[config.mk]
export PLATFORM = sky130hd
export DESIGN_NAME = sbc_reset_watchdog_wakeup
export DESIGN_NICKNAME = d
export VERILOG_FILES = /design/src/shared/sbc_pkg.sv /design/src/verilog/sbc_reset_watchdog_wakeup.sv
export SDC_FILE = /design/constraint.sdc
export NUM_CORES = 1
export LEC_CHECK = 0
export BUFFER_PORTS_ARGS = -buffer_cell sky130_fd_sc_hd__buf_2
export CELL_PAD_IN_SITES_DETAIL_PLACEMENT = 1
export CELL_PAD_IN_SITES_GLOBAL_PLACEMENT = 2
export CORE_ASPECT_RATIO = 0.5
export CORE_MARGIN = 4
export CORE_UTILIZATION = 40
export DETAILED_ROUTE_END_ITERATION = 10
export GPL_ROUTABILITY_DRIVEN = 0
export GPL_TIMING_DRIVEN = 0
export MAX_ROUTING_LAYER = met4
export PLACE_DENSITY_LB_ADDON = 0.1
export SETUP_SLACK_MARGIN = 0.05
export SYNTH_ARGS = -nofsm -noshare
export SYNTH_HDL_FRONTEND = slang
export SYNTH_SLANG_ARGS = --single-unit
[constraint.sdc]
create_clock -name ref_clk -period 6.5 [get_ports ref_clk]
set_input_delay 0.325 -clock ref_clk [delete_from_list [all_inputs] [get_ports ref_clk]]
set_output_delay 0.325 -clock ref_clk [all_outputs]
set_load 0.03 [all_outputs]
[src/shared/sbc_pkg.sv]
// Constants and types shared by the reset, watchdog and wake-up logic
package sbc_pkg;

  // ****************************************
  // Timing
  // ****************************************
  localparam int CLK_MHZ       = 100;
  localparam int RST_DUR_US    = 3400;  // Reset low time
  localparam int NREQ_MS       = 350;   // Normal request window
  localparam int WD_PERIOD_MS  = 10;    // Shortest watchdog period
  localparam int INT_PULSE_US  = 10;
  localparam int CYC_PERIOD_MS = 50;    // Cyclic sense period
  localparam int CYC_ON_US     = 200;   // Switch on time per period
  localparam int RST_DUR_CYC   = RST_DUR_US * CLK_MHZ;
  localparam int NREQ_CYC      = NREQ_MS * 1000 * CLK_MHZ;
  localparam int WD_PERIOD_CYC = WD_PERIOD_MS * 1000 * CLK_MHZ;
  localparam int INT_PULSE_CYC = INT_PULSE_US * CLK_MHZ;
  localparam int CYC_PER_CYC   = CYC_PERIOD_MS * 1000 * CLK_MHZ;
  localparam int CYC_ON_CYC    = CYC_ON_US * CLK_MHZ;

  // ****************************************
  // Field values and reset values
  // ****************************************
  localparam logic       SAFE_RST   = 1'b0;  // Output mode 1
  localparam logic [1:0] SENSE_OFF  = 2'h0;
  localparam logic [1:0] SENSE_HIGH = 2'h1;
  localparam logic [1:0] SENSE_LOW  = 2'h2;
  localparam logic [1:0] SENSE_ANY  = 2'h3;
  localparam logic [3:0] SENSE_RST  = 4'h0;
  localparam int         PAIR0_LSB  = 0;
  localparam int         PAIR1_LSB  = 2;

  // ****************************************
  // Types
  // ****************************************
  typedef enum logic [2:0] {
    cmd_keep, cmd_normal, cmd_standby, cmd_sleep, cmd_stop,
    cmd_dbg_normal, cmd_dbg_standby, cmd_dbg_stop
  } mode_cmd_t;

  typedef enum logic [2:0] {
    st_reset, st_norm_req, st_normal, st_standby, st_stop, st_sleep
  } sbc_state_t;

  typedef struct packed {
    logic      safe;
    mode_cmd_t cmd;
  } mode_ctrl_t;

  typedef struct packed {
    logic input_bias_from_switch;
    logic switch_auto_cycle;
    logic forced_wake;
  } low_power_ctrl_t;

  typedef struct packed {
    logic window;
    logic run_in_stop;
  } wd_timing_t;

  typedef struct packed {
    logic       can;
    logic [3:0] lines;
  } wake_src_t;

  localparam low_power_ctrl_t LPC_RST = '0;
  localparam wd_timing_t      WDT_RST = '{window: 1'b1, run_in_stop: 1'b0};

endpackage

[src/verilog/sbc_reset_watchdog_wakeup.sv]
// Reset, watchdog output modes and wake-up logic of the system basis chip
`timescale 1ns/10ps
`default_nettype none

// Contract
// - Safe bit picks output mode 1 or 2, regardless of operating mode.
// - Output mode 1 after rst; undervoltage and wake-up resets keep the safe bit.
// - Reset asserted at power-up and on sleep wake-up in both modes.
// - Mode 1: reset on regulator undervoltage or unserviced watchdog.
// - Fault output low with watchdog reset, held until proper service.
// - Mode 2: no reset on watchdog fault, fault output driven low.
// - Stop keeps reset high except mode 1 watchdog expiry or undervoltage.
// - Wake-up source recorded in status register for host reading, except a chip select wake.
// - Sleep wake-up turns main regulator on; stop wake-up interrupts host.
// - Live state of four wake inputs readable by host.
// - Inputs 0,1 share one sensitivity; inputs 2,3 share another.
// - Cyclic sense pulses the battery switch from a timer when low power.
// - Cyclic sense wakes on change of any sampled wake input whose pair sensitivity is not off.
// - Forced wake-up cannot be enabled while cyclic sense is on.
// - Wake method applies to all four inputs alike.
// - Reset mode holds reset low for its timer, then normal request.
// - Window watchdog service in closed part causes reset in mode 1.
module sbc_reset_watchdog_wakeup
  import sbc_pkg::*;
#(
  parameter int unsigned RST_DUR  = RST_DUR_CYC,
  parameter int unsigned NREQ_DUR = NREQ_CYC,
  parameter int unsigned WD_DUR   = WD_PERIOD_CYC,
  parameter int unsigned CYC_PER  = CYC_PER_CYC,
  parameter int unsigned CYC_ON   = CYC_ON_CYC
) (
  input  wire logic            ref_clk,
  input  wire logic            rst,
  input  wire logic            clk_en,
  input  wire logic            mode_ctrl_wr,
  input  wire mode_ctrl_t      mode_ctrl_data,
  input  wire logic            low_power_wr,
  input  wire low_power_ctrl_t low_power_data,
  input  wire logic            wake_sense_wr,
  input  wire logic [3:0]      wake_sense_data,
  input  wire logic            watchdog_timing_wr,
  input  wire wd_timing_t      watchdog_timing_data,
  input  wire logic            wake_status_rd,
  input  wire logic            hs_switch_req,
  input  wire logic            vdd_ok_pin,
  input  wire logic [3:0]      wake_inputs,
  input  wire logic            can_wake_pin,
  input  wire logic            cs_pin,
  output logic                 rst_n,
  output logic                 watchdog_fault_out_n,
  output logic                 int_n,
  output logic                 main_reg_on,
  output logic                 tracking_regulator,
  output logic                 battery_high_side_switch,
  output wake_src_t            wakeup_status_reg,
  output logic [3:0]           wake_input_level,
  output logic                 forced_wake_en,
  output logic                 safe_mode,
  output logic                 debug_mode,
  output sbc_state_t           sbc_state
);

  // ****************************************
  // Elaboration checks
  // ****************************************
  if (RST_DUR < 2 || NREQ_DUR < 2 || WD_DUR < 4 || CYC_ON < 1 || CYC_ON >= CYC_PER)
  begin : g_bad_param
    $error("sbc_reset_watchdog_wakeup: timing parameters out of range");
  end

  // ****************************************
  // Pin synchronisers
  // ****************************************
  logic [6:0] sync1;
  logic [6:0] sync2;
  logic       cs_prev;
  logic [3:0] lines_s;
  logic       vdd_low;
  logic       can_s;
  logic       cs_rise;

  // Only the second stage feeds logic
  always_ff @(posedge ref_clk) begin
    if (rst) begin
      sync1   <= 7'h00;
      sync2   <= 7'h00;
      cs_prev <= 1'b0;
    end else if (clk_en) begin
      sync1   <= {cs_pin, can_wake_pin, vdd_ok_pin, wake_inputs};
      sync2   <= sync1;
      cs_prev <= sync2[6];
    end
  end

  assign lines_s = sync2[3:0];
  assign vdd_low = !sync2[4];
  assign can_s   = sync2[5];
  assign cs_rise = sync2[6] && !cs_prev;

  // ****************************************
  // Operating mode and watchdog
  // ****************************************
  sbc_state_t      state_q, next_state;
  logic [31:0]     tmr_q, next_tmr;
  logic [31:0]     wd_cnt, next_wd_cnt;
  logic [31:0]     int_cnt, next_int_cnt;
  logic            wd_cfg, next_wd_cfg;
  logic            from_sleep, next_from_sleep;
  logic            next_safe, next_debug, next_fault_n;
  low_power_ctrl_t low_power_control_reg, next_lpc;
  wd_timing_t      watchdog_timing_reg, next_wdt;
  logic [3:0]      sense, next_sense;
  logic            cfg_ok, cyclic, wd_run, wd_closed, svc;
  logic            wd_good, wd_bad, wake_ev;

  assign cfg_ok = state_q inside {st_norm_req, st_normal, st_standby};
  assign cyclic = low_power_control_reg.input_bias_from_switch &&
                  low_power_control_reg.switch_auto_cycle;
  // Watchdog idle in debug, sleep and the start-up modes
  assign wd_run = !debug_mode && (state_q inside {st_normal, st_standby} ||
                  (state_q == st_stop && watchdog_timing_reg.run_in_stop));
  assign wd_closed = watchdog_timing_reg.window && wd_cnt < 32'(WD_DUR / 2);
  assign svc       = watchdog_timing_wr && cfg_ok;
  assign wd_good   = svc && !(wd_run && wd_closed);
  assign wd_bad    = wd_run && ((svc && wd_closed) ||
                     (!svc && wd_cnt == 32'(WD_DUR - 1)));

  always_comb begin
    next_state      = state_q;
    next_tmr        = tmr_q + 32'h1;
    next_wd_cfg     = wd_cfg;
    next_from_sleep = from_sleep;
    next_safe       = safe_mode;
    next_debug      = debug_mode;
    next_lpc        = low_power_control_reg;
    next_wdt        = watchdog_timing_reg;
    next_sense      = sense;
    // Safe bit honoured in every operating mode
    if (mode_ctrl_wr) begin
      next_safe = mode_ctrl_data.safe;
    end
    // Wake options only taken while the host is awake
    if (low_power_wr && cfg_ok) begin
      next_lpc = low_power_data;
      next_lpc.forced_wake = low_power_data.forced_wake &&
        !(low_power_data.input_bias_from_switch &&
          low_power_data.switch_auto_cycle);
    end
    if (wake_sense_wr && cfg_ok) begin
      next_sense = wake_sense_data;
    end
    if (svc) begin
      next_wdt = watchdog_timing_data;
    end
    case (state_q)
      st_reset: begin
        if (vdd_low) begin
          next_tmr = 32'h0;
        end else if (tmr_q >= 32'(RST_DUR - 1)) begin
          next_state = st_norm_req;
        end
      end
      st_norm_req: begin
        if (svc) begin
          next_wd_cfg = 1'b1;
        end
        if (vdd_low) begin
          next_state = st_reset;
        end else if (mode_ctrl_wr && wd_cfg &&
                     mode_ctrl_data.cmd inside {cmd_normal, cmd_standby,
                                                cmd_dbg_normal, cmd_dbg_standby}) begin
          next_state = mode_ctrl_data.cmd inside {cmd_normal, cmd_dbg_normal} ?
                       st_normal : st_standby;
          next_debug = mode_ctrl_data.cmd inside {cmd_dbg_normal, cmd_dbg_standby};
          next_from_sleep = 1'b0;
        end else if (tmr_q >= 32'(NREQ_DUR - 1)) begin
          next_state = from_sleep ? st_sleep : st_reset;
        end
      end
      st_normal, st_standby: begin
        if (vdd_low || (wd_bad && !safe_mode)) begin
          next_state = st_reset;
        end else if (mode_ctrl_wr) begin
          case (mode_ctrl_data.cmd)
            cmd_normal, cmd_dbg_normal:   next_state = st_normal;
            cmd_standby, cmd_dbg_standby: next_state = st_standby;
            cmd_sleep:                    next_state = st_sleep;
            cmd_stop, cmd_dbg_stop:       next_state = st_stop;
            default:                      next_state = state_q;
          endcase
          if (mode_ctrl_data.cmd != cmd_keep) begin
            next_debug = mode_ctrl_data.cmd inside {cmd_dbg_normal, cmd_dbg_standby,
                                                    cmd_dbg_stop};
          end
        end
      end
      st_stop: begin
        if (vdd_low || (wd_bad && !safe_mode)) begin
          next_state = st_reset;
        end else if (wake_ev) begin
          next_state = st_norm_req;
        end
      end
      st_sleep: begin
        if (wake_ev) begin
          next_state      = st_reset;
          next_from_sleep = 1'b1;
        end
      end
      default: next_state = st_reset;
    endcase
    if (next_state != state_q) begin
      next_tmr = 32'h0;
    end
    if (next_state == st_norm_req && state_q != st_norm_req) begin
      next_wd_cfg = 1'b0;
    end
    next_wd_cnt = (!wd_run || svc || wd_bad) ? 32'h0 : wd_cnt + 32'h1;
    // Fault output falls with the watchdog reset, rises on service
    next_fault_n = wd_bad ? 1'b0 : (wd_good ? 1'b1 : watchdog_fault_out_n);
    if (state_q == st_stop && next_state == st_norm_req) begin
      next_int_cnt = 32'(INT_PULSE_CYC);
    end else if (next_state == st_sleep) begin
      // A pulse left over from a stop wake must not reach into sleep
      next_int_cnt = 32'h0;
    end else begin
      next_int_cnt = (int_cnt != 32'h0) ? int_cnt - 32'h1 : 32'h0;
    end
  end

  // Outputs follow the next mode so they change with it
  always_ff @(posedge ref_clk) begin
    if (rst) begin
      state_q               <= st_reset;
      tmr_q                 <= 32'h0;
      wd_cnt                <= 32'h0;
      int_cnt               <= 32'h0;
      wd_cfg                <= 1'b0;
      from_sleep            <= 1'b0;
      safe_mode             <= SAFE_RST;
      debug_mode            <= 1'b0;
      low_power_control_reg <= LPC_RST;
      watchdog_timing_reg   <= WDT_RST;
      sense                 <= SENSE_RST;
      watchdog_fault_out_n  <= 1'b1;
      rst_n                 <= 1'b0;
      int_n                 <= 1'b1;
      main_reg_on           <= 1'b1;
      tracking_regulator    <= 1'b0;
      forced_wake_en        <= 1'b0;
      sbc_state             <= st_reset;
    end else if (clk_en) begin
      state_q               <= next_state;
      tmr_q                 <= next_tmr;
      wd_cnt                <= next_wd_cnt;
      int_cnt               <= next_int_cnt;
      wd_cfg                <= next_wd_cfg;
      from_sleep            <= next_from_sleep;
      safe_mode             <= next_safe;
      debug_mode            <= next_debug;
      low_power_control_reg <= next_lpc;
      watchdog_timing_reg   <= next_wdt;
      sense                 <= next_sense;
      watchdog_fault_out_n  <= next_fault_n;
      rst_n                 <= !(next_state inside {st_reset, st_sleep});
      int_n                 <= next_int_cnt == 32'h0;
      main_reg_on           <= next_state != st_sleep;
      tracking_regulator    <= next_state == st_normal;
      forced_wake_en        <= next_lpc.forced_wake;
      sbc_state             <= next_state;
    end
  end

  // ****************************************
  // Wake detection and cyclic sense
  // ****************************************
  logic [31:0] cyc_cnt, next_cyc_cnt;
  logic [3:0]  ref_lvl, next_ref;
  logic [3:0]  line_hit;
  logic        low_q, sample_pt, next_hs;
  wake_src_t   next_status;

  assign sample_pt = cyclic && cyc_cnt == 32'(CYC_ON - 1);

  // One method for all inputs; sensitivity shared per pair
  always_comb begin
    logic [1:0] code;
    code = SENSE_OFF;
    for (int i = 0; i < 4; i++) begin
      code = (i < 2) ? sense[PAIR0_LSB +: 2] : sense[PAIR1_LSB +: 2];
      if (cyclic) begin
        line_hit[i] = sample_pt && code != SENSE_OFF && lines_s[i] != ref_lvl[i];
      end else begin
        case (code)
          SENSE_HIGH: line_hit[i] = lines_s[i];
          SENSE_LOW:  line_hit[i] = !lines_s[i];
          SENSE_ANY:  line_hit[i] = lines_s[i] != ref_lvl[i];
          default:    line_hit[i] = 1'b0;
        endcase
      end
    end
  end

  assign wake_ev = low_q && (|line_hit || can_s || cs_rise);

  always_comb begin
    next_ref     = ref_lvl;
    next_cyc_cnt = 32'h0;
    // Reference level taken on entry and at each cyclic sample
    if (!low_q || sample_pt) begin
      next_ref = lines_s;
    end
    if (next_state inside {st_stop, st_sleep} && cyclic) begin
      next_cyc_cnt = (cyc_cnt >= 32'(CYC_PER - 1)) ? 32'h0 : cyc_cnt + 32'h1;
    end
    // Read clears, but a new source in the same cycle survives
    next_status = wake_status_rd ? wake_src_t'(5'h00) : wakeup_status_reg;
    if (wake_ev) begin
      next_status.lines = next_status.lines | line_hit;
      next_status.can   = next_status.can | can_s;
    end
    case (next_state)
      st_normal, st_standby: next_hs = hs_switch_req;
      st_stop, st_sleep:     next_hs = cyclic && next_cyc_cnt < 32'(CYC_ON);
      default:               next_hs = 1'b0;
    endcase
  end

  always_ff @(posedge ref_clk) begin
    if (rst) begin
      cyc_cnt                  <= 32'h0;
      ref_lvl                  <= 4'h0;
      low_q                    <= 1'b0;
      wakeup_status_reg        <= '0;
      wake_input_level         <= 4'h0;
      battery_high_side_switch <= 1'b0;
    end else if (clk_en) begin
      cyc_cnt                  <= next_cyc_cnt;
      ref_lvl                  <= next_ref;
      low_q                    <= next_state inside {st_stop, st_sleep};
      wakeup_status_reg        <= next_status;
      wake_input_level         <= lines_s;
      battery_high_side_switch <= next_hs;
    end
  end
endmodule // sbc_reset_watchdog_wakeup

`default_nettype wire
==> flow_summary_export.csv, run 1 <==
group,metric,value,unit
status,outcome,"completed",
setup_path,worstSetupPathType,"register to register",
global_routing,grt_pass1_vias,10851,
drt,drc,0,
die,initial_core_util,0.4096,
drt,avgViaCountPerCell,6.173,
pwr,p_per_area,300.4,nW/um2
run,maxCapViolCount,0,
logic_synthesis,synth_top_area_frac,0.3445,
timing,finalMaxSlewViolations,0,
clock_tree,cts_buffers,17,
final_layout,area_delta_synth_final,12.14,%
setup_path,critPathLaunchType,"register",
setup_path,cp_common_cell,"nand4_1",
timing,hold_viol,0,
final_layout,nets,1437,
timing,tightest_slew,1.238,ns
logic_synthesis,synthesis.nets,1371,
global_routing,grt_overflow_total,0,
logic_synthesis,synth_edf_count,0,
clock_tree,post_cts_buffers,0,
drt,num_vias,10833,
clock_tree,holdBufCountCts,0,
logic_synthesis,netlist_area,10400,um2
clock_tree,clock-sinks,179,
die,io_pins,50,
drt,avgRoutedWirePerCell,21.81,um
setup_path,cp_top_family,"compound AO/OA/AOI/OAI gates",
hold_path,hp-class,"input port to register",
logic_synthesis,ys_seq_area_frac,0.3445,
die,die_y,122.0,um
timing,fin_tns_setup,0,ns
clock_tree,root_buffer,"clkbuf_16",
setup_path,arrival,4.88,ns
setup_path,worst-path-stages,11,
place,pre_cts_ws,2.149,ns
timing,layout_min_cycle_time,4.494,ns
timing,maxSlewHeadroom,0.1535,
pwr,ir_drop,0.0001928,V
clock_tree,htree_levels,4,
clock_tree,clock_latency,0.45,ns
die,dieArea,28800,um2
global_routing,grt_max_degree,17,
final_layout,multi_input_comb_area,6291,um2
drt,wl,38280,um
timing,rsz0062_at_grt,"no",
die,die_w,236.1,um
final_layout,nFillCells,3176,
pwr,p_leak,4.182,nW
timing,max_freq,222.5,MHz
clock_tree,clock_path_buffers,2,
setup_path,setup.worst_path.end_class,"register",
logic_synthesis,yosys_warnings,0,
drt,antenna_left,0,
drt,drt_iter0_drc,869,
timing,fin_crit_sh,0.6913,
setup_path,crit_chain,"ha_1 > and4_1 > a21o_1 > a2111oi_0 > o21ai_0 > nand4_1 > o211ai_1 > a31oi_4 > clkbuf_1 > nand4_1 > mux2i_1",
drt,firstDrtPassIters,6,
clock_tree,cts_tree,"yes",
setup_path,path_buf_inv,1,
timing,setup-violations-final,0,
die,row_count,41,
place,hpwl,27930,um
timing,finalClockSkew,0.01358,ns
logic_synthesis,synth_ff_type,"dfxtp_1",
die,floorplan.core_area,25390,um2
logic_synthesis,ys_seq_elements,179,
logic_synthesis,synth_top_area_cell,"dfxtp_1",
setup_path,required,6.89,ns
global_routing,grt_use_total,0.2719,
logic_synthesis,synthTopCellsByArea,"dfxtp_1, nor2_1, nand2_1, nand3_1, mux2i_1",
timing,setup_ws,2.006,ns
logic_synthesis,synth_cell_types,83,
clock_tree,post_cts_resized,0,
final_layout,regArea,3583,um2
setup_path,crit_path_max_incr_delay,1.06,ns
logic_synthesis,async_flop_share,0,
logic_synthesis,syn-instance-count,1331,
global_routing,antenna_found_initial,1,
setup_path,slowest_stage,"a2111oi_0",
clock_tree,path_clk_slew,0.07,ns
setup_path,rr_worst_depth,11,
place,io_buffers,47,
global_routing,grt_pass1_wl,60370,um
logic_synthesis,avgSynthCellArea,7.815,um2
hold_path,hold_depth,3,
final_layout,layout-drive-gt1-share,0.08517,
setup_path,cp_max_fo,10,
[cell usage in the layout (no fill, tap or decap), drive strengths merged, types with 37 or more instances in the layout]
master,n
nand3,74
nand2,134
nor3,38
dfxtp,179
inv,38
clkbuf,89
buf,73
a21oi,59
o21ai,37
nand4,51
nor2,146
[synth_stat cells, drive strengths merged (12+ instances only)]
| master | instances |
|---|---|
| dfxtp | 179 |
| nor2 | 146 |
| nand2 | 134 |
| nand3 | 74 |
| clkbuf | 67 |
| a21oi | 59 |
| nand4 | 51 |
| nor3 | 38 |
| inv | 37 |
| o21ai | 37 |
| mux2i | 34 |
| nor4 | 31 |
| or3 | 30 |
| and2 | 27 |
| a31oi | 26 |
| buf | 26 |
| xor2 | 25 |
| and3 | 21 |
| xnor2 | 19 |
| a21o | 17 |
| o32ai | 16 |
| a211oi | 15 |
| o211ai | 15 |
| or4 | 14 |
| o31ai | 13 |
| a2111oi | 12 |
[final timing paths]
check	end	slack (ns)	start
hold / removal	sync1[4]	0.11	vdd_ok_pin
hold reg to reg	low_power_control_reg[0]	0.46	low_power_control_reg[0]
setup / recovery	int_cnt[29]	2.01	tmr_q[0]
setup reg to reg	int_cnt[29]	2.01	tmr_q[0]
[worst register-to-register path: cells and delay by family (launching register included)]
| family | cells | cell delay [ns] |
|---|---|---|
| AOI/OAI and AO/OA | 5 | 2.52 |
| and+or+nand+nor | 3 | 0.59 |
| buffers and inverters | 1 | 0.56 |
| DFF | 1 | 0.34 |
| adders and majority gates | 1 | 0.27 |
| muxes | 1 | 0.15 |
[power breakdown]
part           total [W]  switching, W  internal, W
clock network    0.00109      0.000466     0.000623
registers        0.00128     0.0000961      0.00118
logic            0.00114      0.000755     0.000380
[cell type report]
type | count | area share
Timing Repair Buffer | 47 | 0.02017
Buffer | 93 | 0.03325
Tap cell | 344 | 0.03690
Multi-Input combinational cell | 1022 | 0.5394
Antenna cell | 2 | 0.0004291
Clock buffer | 22 | 0.03980
Sequential cell | 179 | 0.3072
Clock inverter | 9 | 0.01094
Inverter | 37 | 0.01191
[metrics by stage]
stage                     total power, W  utilization  hold WS [ns]  cell area (um2)  std cells
after floorplan                 0.002065            -        0.4302            10400       1331
after global placement          0.002363       0.4358        0.4376            11070       1722
after detailed placement        0.002388       0.4358        0.4554            11070       1722
after CTS                       0.003494       0.4591       0.09078            11660       1753
after global routing            0.003685       0.4593        0.1193            11660       1755
final                           0.003504       0.4593        0.1065            11660       1755
[metal layers]
layer / GRT usage / share of wire
met3: 0.05248 / 0.054
met2: 0.4213 / 0.44
met4: 0.07512 / 0.020
met1: 0.3659 / 0.49
met5: - / 0
[kinds of logic after synthesis]
group           synth area share
mux                      0.03633
buf+inv                  0.05064
compound gates            0.2064
simple gates              0.3118
xor+xnor                 0.03705
flops                     0.3445
fa+ha+maj                0.01323
Power figures use the tool's default switching activity.
==> inputs of run 2 (changes only) <==
Settings changed: CORE_UTILIZATION 40 to 37.
Clock period 6.5 ns to 4.7 ns, I/O delays scaled along.
==> run 2 against run 1 <==
  * First-iteration DRC count decreased by 15%
  * Critical path depth down 1
  * Clock power rose by 50%
  * Non-clock buffer count up 2
  * Sequential power grew 38%
  * Critical endpoint is now int_cnt[23]
  * Global-route usage is 1.2 points lower
  * Core utilization shrank 3.4 points
  * Hold slack worse by 0.091 ns
  * Final area grew 1.0%
  * Sequential share of layout area down 0.32 points
  * Power is 42% higher
  * Die area increased by 7.7%
==> flow_summary_export.csv, run 2 (same netlist as run 1, synthesis figures left out) <==
group,metric,value,unit
status,outcome,"completed",
clock_tree,cts_buffers,17,
hold_path,hp-class,"input port to register",
die,die_w,245.1,um
timing,maxSlewHeadroom,0.1064,
setup_path,critPathLaunchType,"register",
die,floorplan.core_area,27710,um2
global_routing,grt_max_degree,18,
setup_path,required,5.05,ns
setup_path,arrival,4.95,ns
clock_tree,root_buffer,"clkbuf_16",
timing,rsz0062_at_grt,"no",
die,row_count,43,
global_routing,grt_overflow_total,0,
timing,finalClockSkew,0.01295,ns
drt,drt_iter0_drc,738,
drt,avgRoutedWirePerCell,21.87,um
timing,setup-violations-final,0,
drt,antenna_left,0,
clock_tree,cts_tree,"yes",
pwr,ir_drop,0.0002621,V
die,dieArea,31020,um2
clock_tree,path_clk_slew,0.07,ns
global_routing,grt_use_total,0.2598,
run,maxCapViolCount,0,
place,hpwl,28740,um
place,pre_cts_ws,0.3522,ns
global_routing,grt_pass1_wl,61930,um
pwr,p_leak,4.219,nW
drt,wl,39240,um
timing,layout_min_cycle_time,4.600,ns
final_layout,mostFrequentLayoutCells,"dfxtp_1, nor2_1, nand2_1",
clock_tree,clock_latency,0.46,ns
timing,setup_ws,0.1002,ns
timing,finalMaxSlewViolations,0,
drt,firstDrtPassIters,5,
drt,num_vias,10877,
clock_tree,clock-sinks,179,
setup_path,setup.worst_path.end_class,"register",
timing,max_freq,217.4,MHz
timing,fin_tns_setup,0,ns
die,die_y,126.6,um
setup_path,cp_max_fo,10,
global_routing,antenna_found_initial,0,
clock_tree,clock_path_buffers,2,
final_layout,area_delta_synth_final,13.30,%
global_routing,grt_pass1_vias,10785,
timing,fin_crit_sh,0.9787,
final_layout,final_common_cell,"dfxtp_1",
place,io_buffers,47,
die,initial_core_util,0.3754,
timing,hold_viol,0,
drt,drc,0,
setup_path,worstSetupPathType,"register to register",
pwr,p_per_area,421.0,nW/um2
clock_tree,htree_levels,4,
drt,avgViaCountPerCell,6.063,
die,io_pins,50,
final_layout,antenna_cells,0,
final_layout,nets,1439,
final_layout,layout-drive-gt1-share,0.08853,
timing,tightest_slew,1.330,ns
timing,whs,0.01560,ns
## run 2: cell types whose count changed in the layout (fill, tap and decap cells not counted)
cell	delta
clkbuf_1	-3
clkbuf_8	-2
inv_6	+3
diode_2	-2
clkinv_8	+1
inv_8	+1
dlygate4sd3_1	+1
bufinv_16	+1
clkinv_2	-4
nor3_2	-1
nor3_4	+1
clkinv_4	+2
clkinvlp_4	+2
buf_2	+1
## run 2: where the power goes
part	internal [W]	switching (W)
Clock	0.000908	0.000722
Combinational	0.000525	0.00104
Sequential	0.00164	0.000129
Total	0.00307	0.00189
## run 2: stage by stage
step	util	cells	power (W)	cell area, um2
3_3_place_gp	0.4011	1760	0.003278	11110
5_1_grt	0.4253	1794	0.005211	11790
4_1_cts	0.4251	1794	0.004949	11780
2_1_floorplan	-	1331	0.002855	10400
6_report	0.4253	1794	0.004961	11790
3_5_place_dp	0.4013	1761	0.003315	11120
## run 2: what timing repair did
action | 4_1_cts | 5_1_grt
resized for setup | 0 | 1
hold endpoints to repair | 1 | 0
setup buffers | 0 | 0
hold buffers | 1 | 0
endpoints found under the setup margin | 0 | 10
## run 2: path summary, 6_finish.rpt
path | start | to | cells past startpoint | slack [ns]
setup / recovery | cyc_cnt[24] | int_cnt[23] | 10 | 0.10
hold / removal | wake_inputs[2] | sync1[2] | 3 | 0.02
setup reg to reg | cyc_cnt[24] | int_cnt[23] | 10 | 0.10
hold reg to reg | tracking_regulator | tracking_regulator | 2 | 0.47
## run 2: worst max-delay path, stage by stage (launching register included)
cell and delay [ns]:
dfxtp_1 0.32, nor4_1 0.70, nand4_1 0.31, nor4_4 0.76, a31oi_1 0.29, nand4_2 0.24, o211ai_1 0.49, a31oi_4 0.53
clkbuf_1 0.56, nand4_1 0.18, o311ai_1 0.13
## run 2: routing by layer
metal,vias to the layer above,GRT usage,wire [um]
met5,-,-,0
met4,0,0.07406,745
met3,48,0.04774,2083
met2,238,0.3924,17260
met1,5490,0.3573,19150
li1,5101,-,-
## run 2: area by class of cell
cell class                 count  area (um2)
fill                        3430       15920
buffer                        93       387.9
clock buffer                  17       425.4
sequential                   179        3583
tap                          382       478.0
inverter                      37       138.9
multi-input combinational   1022        6297
clock inverter                15       224.0
timing repair buffer          49       250.2
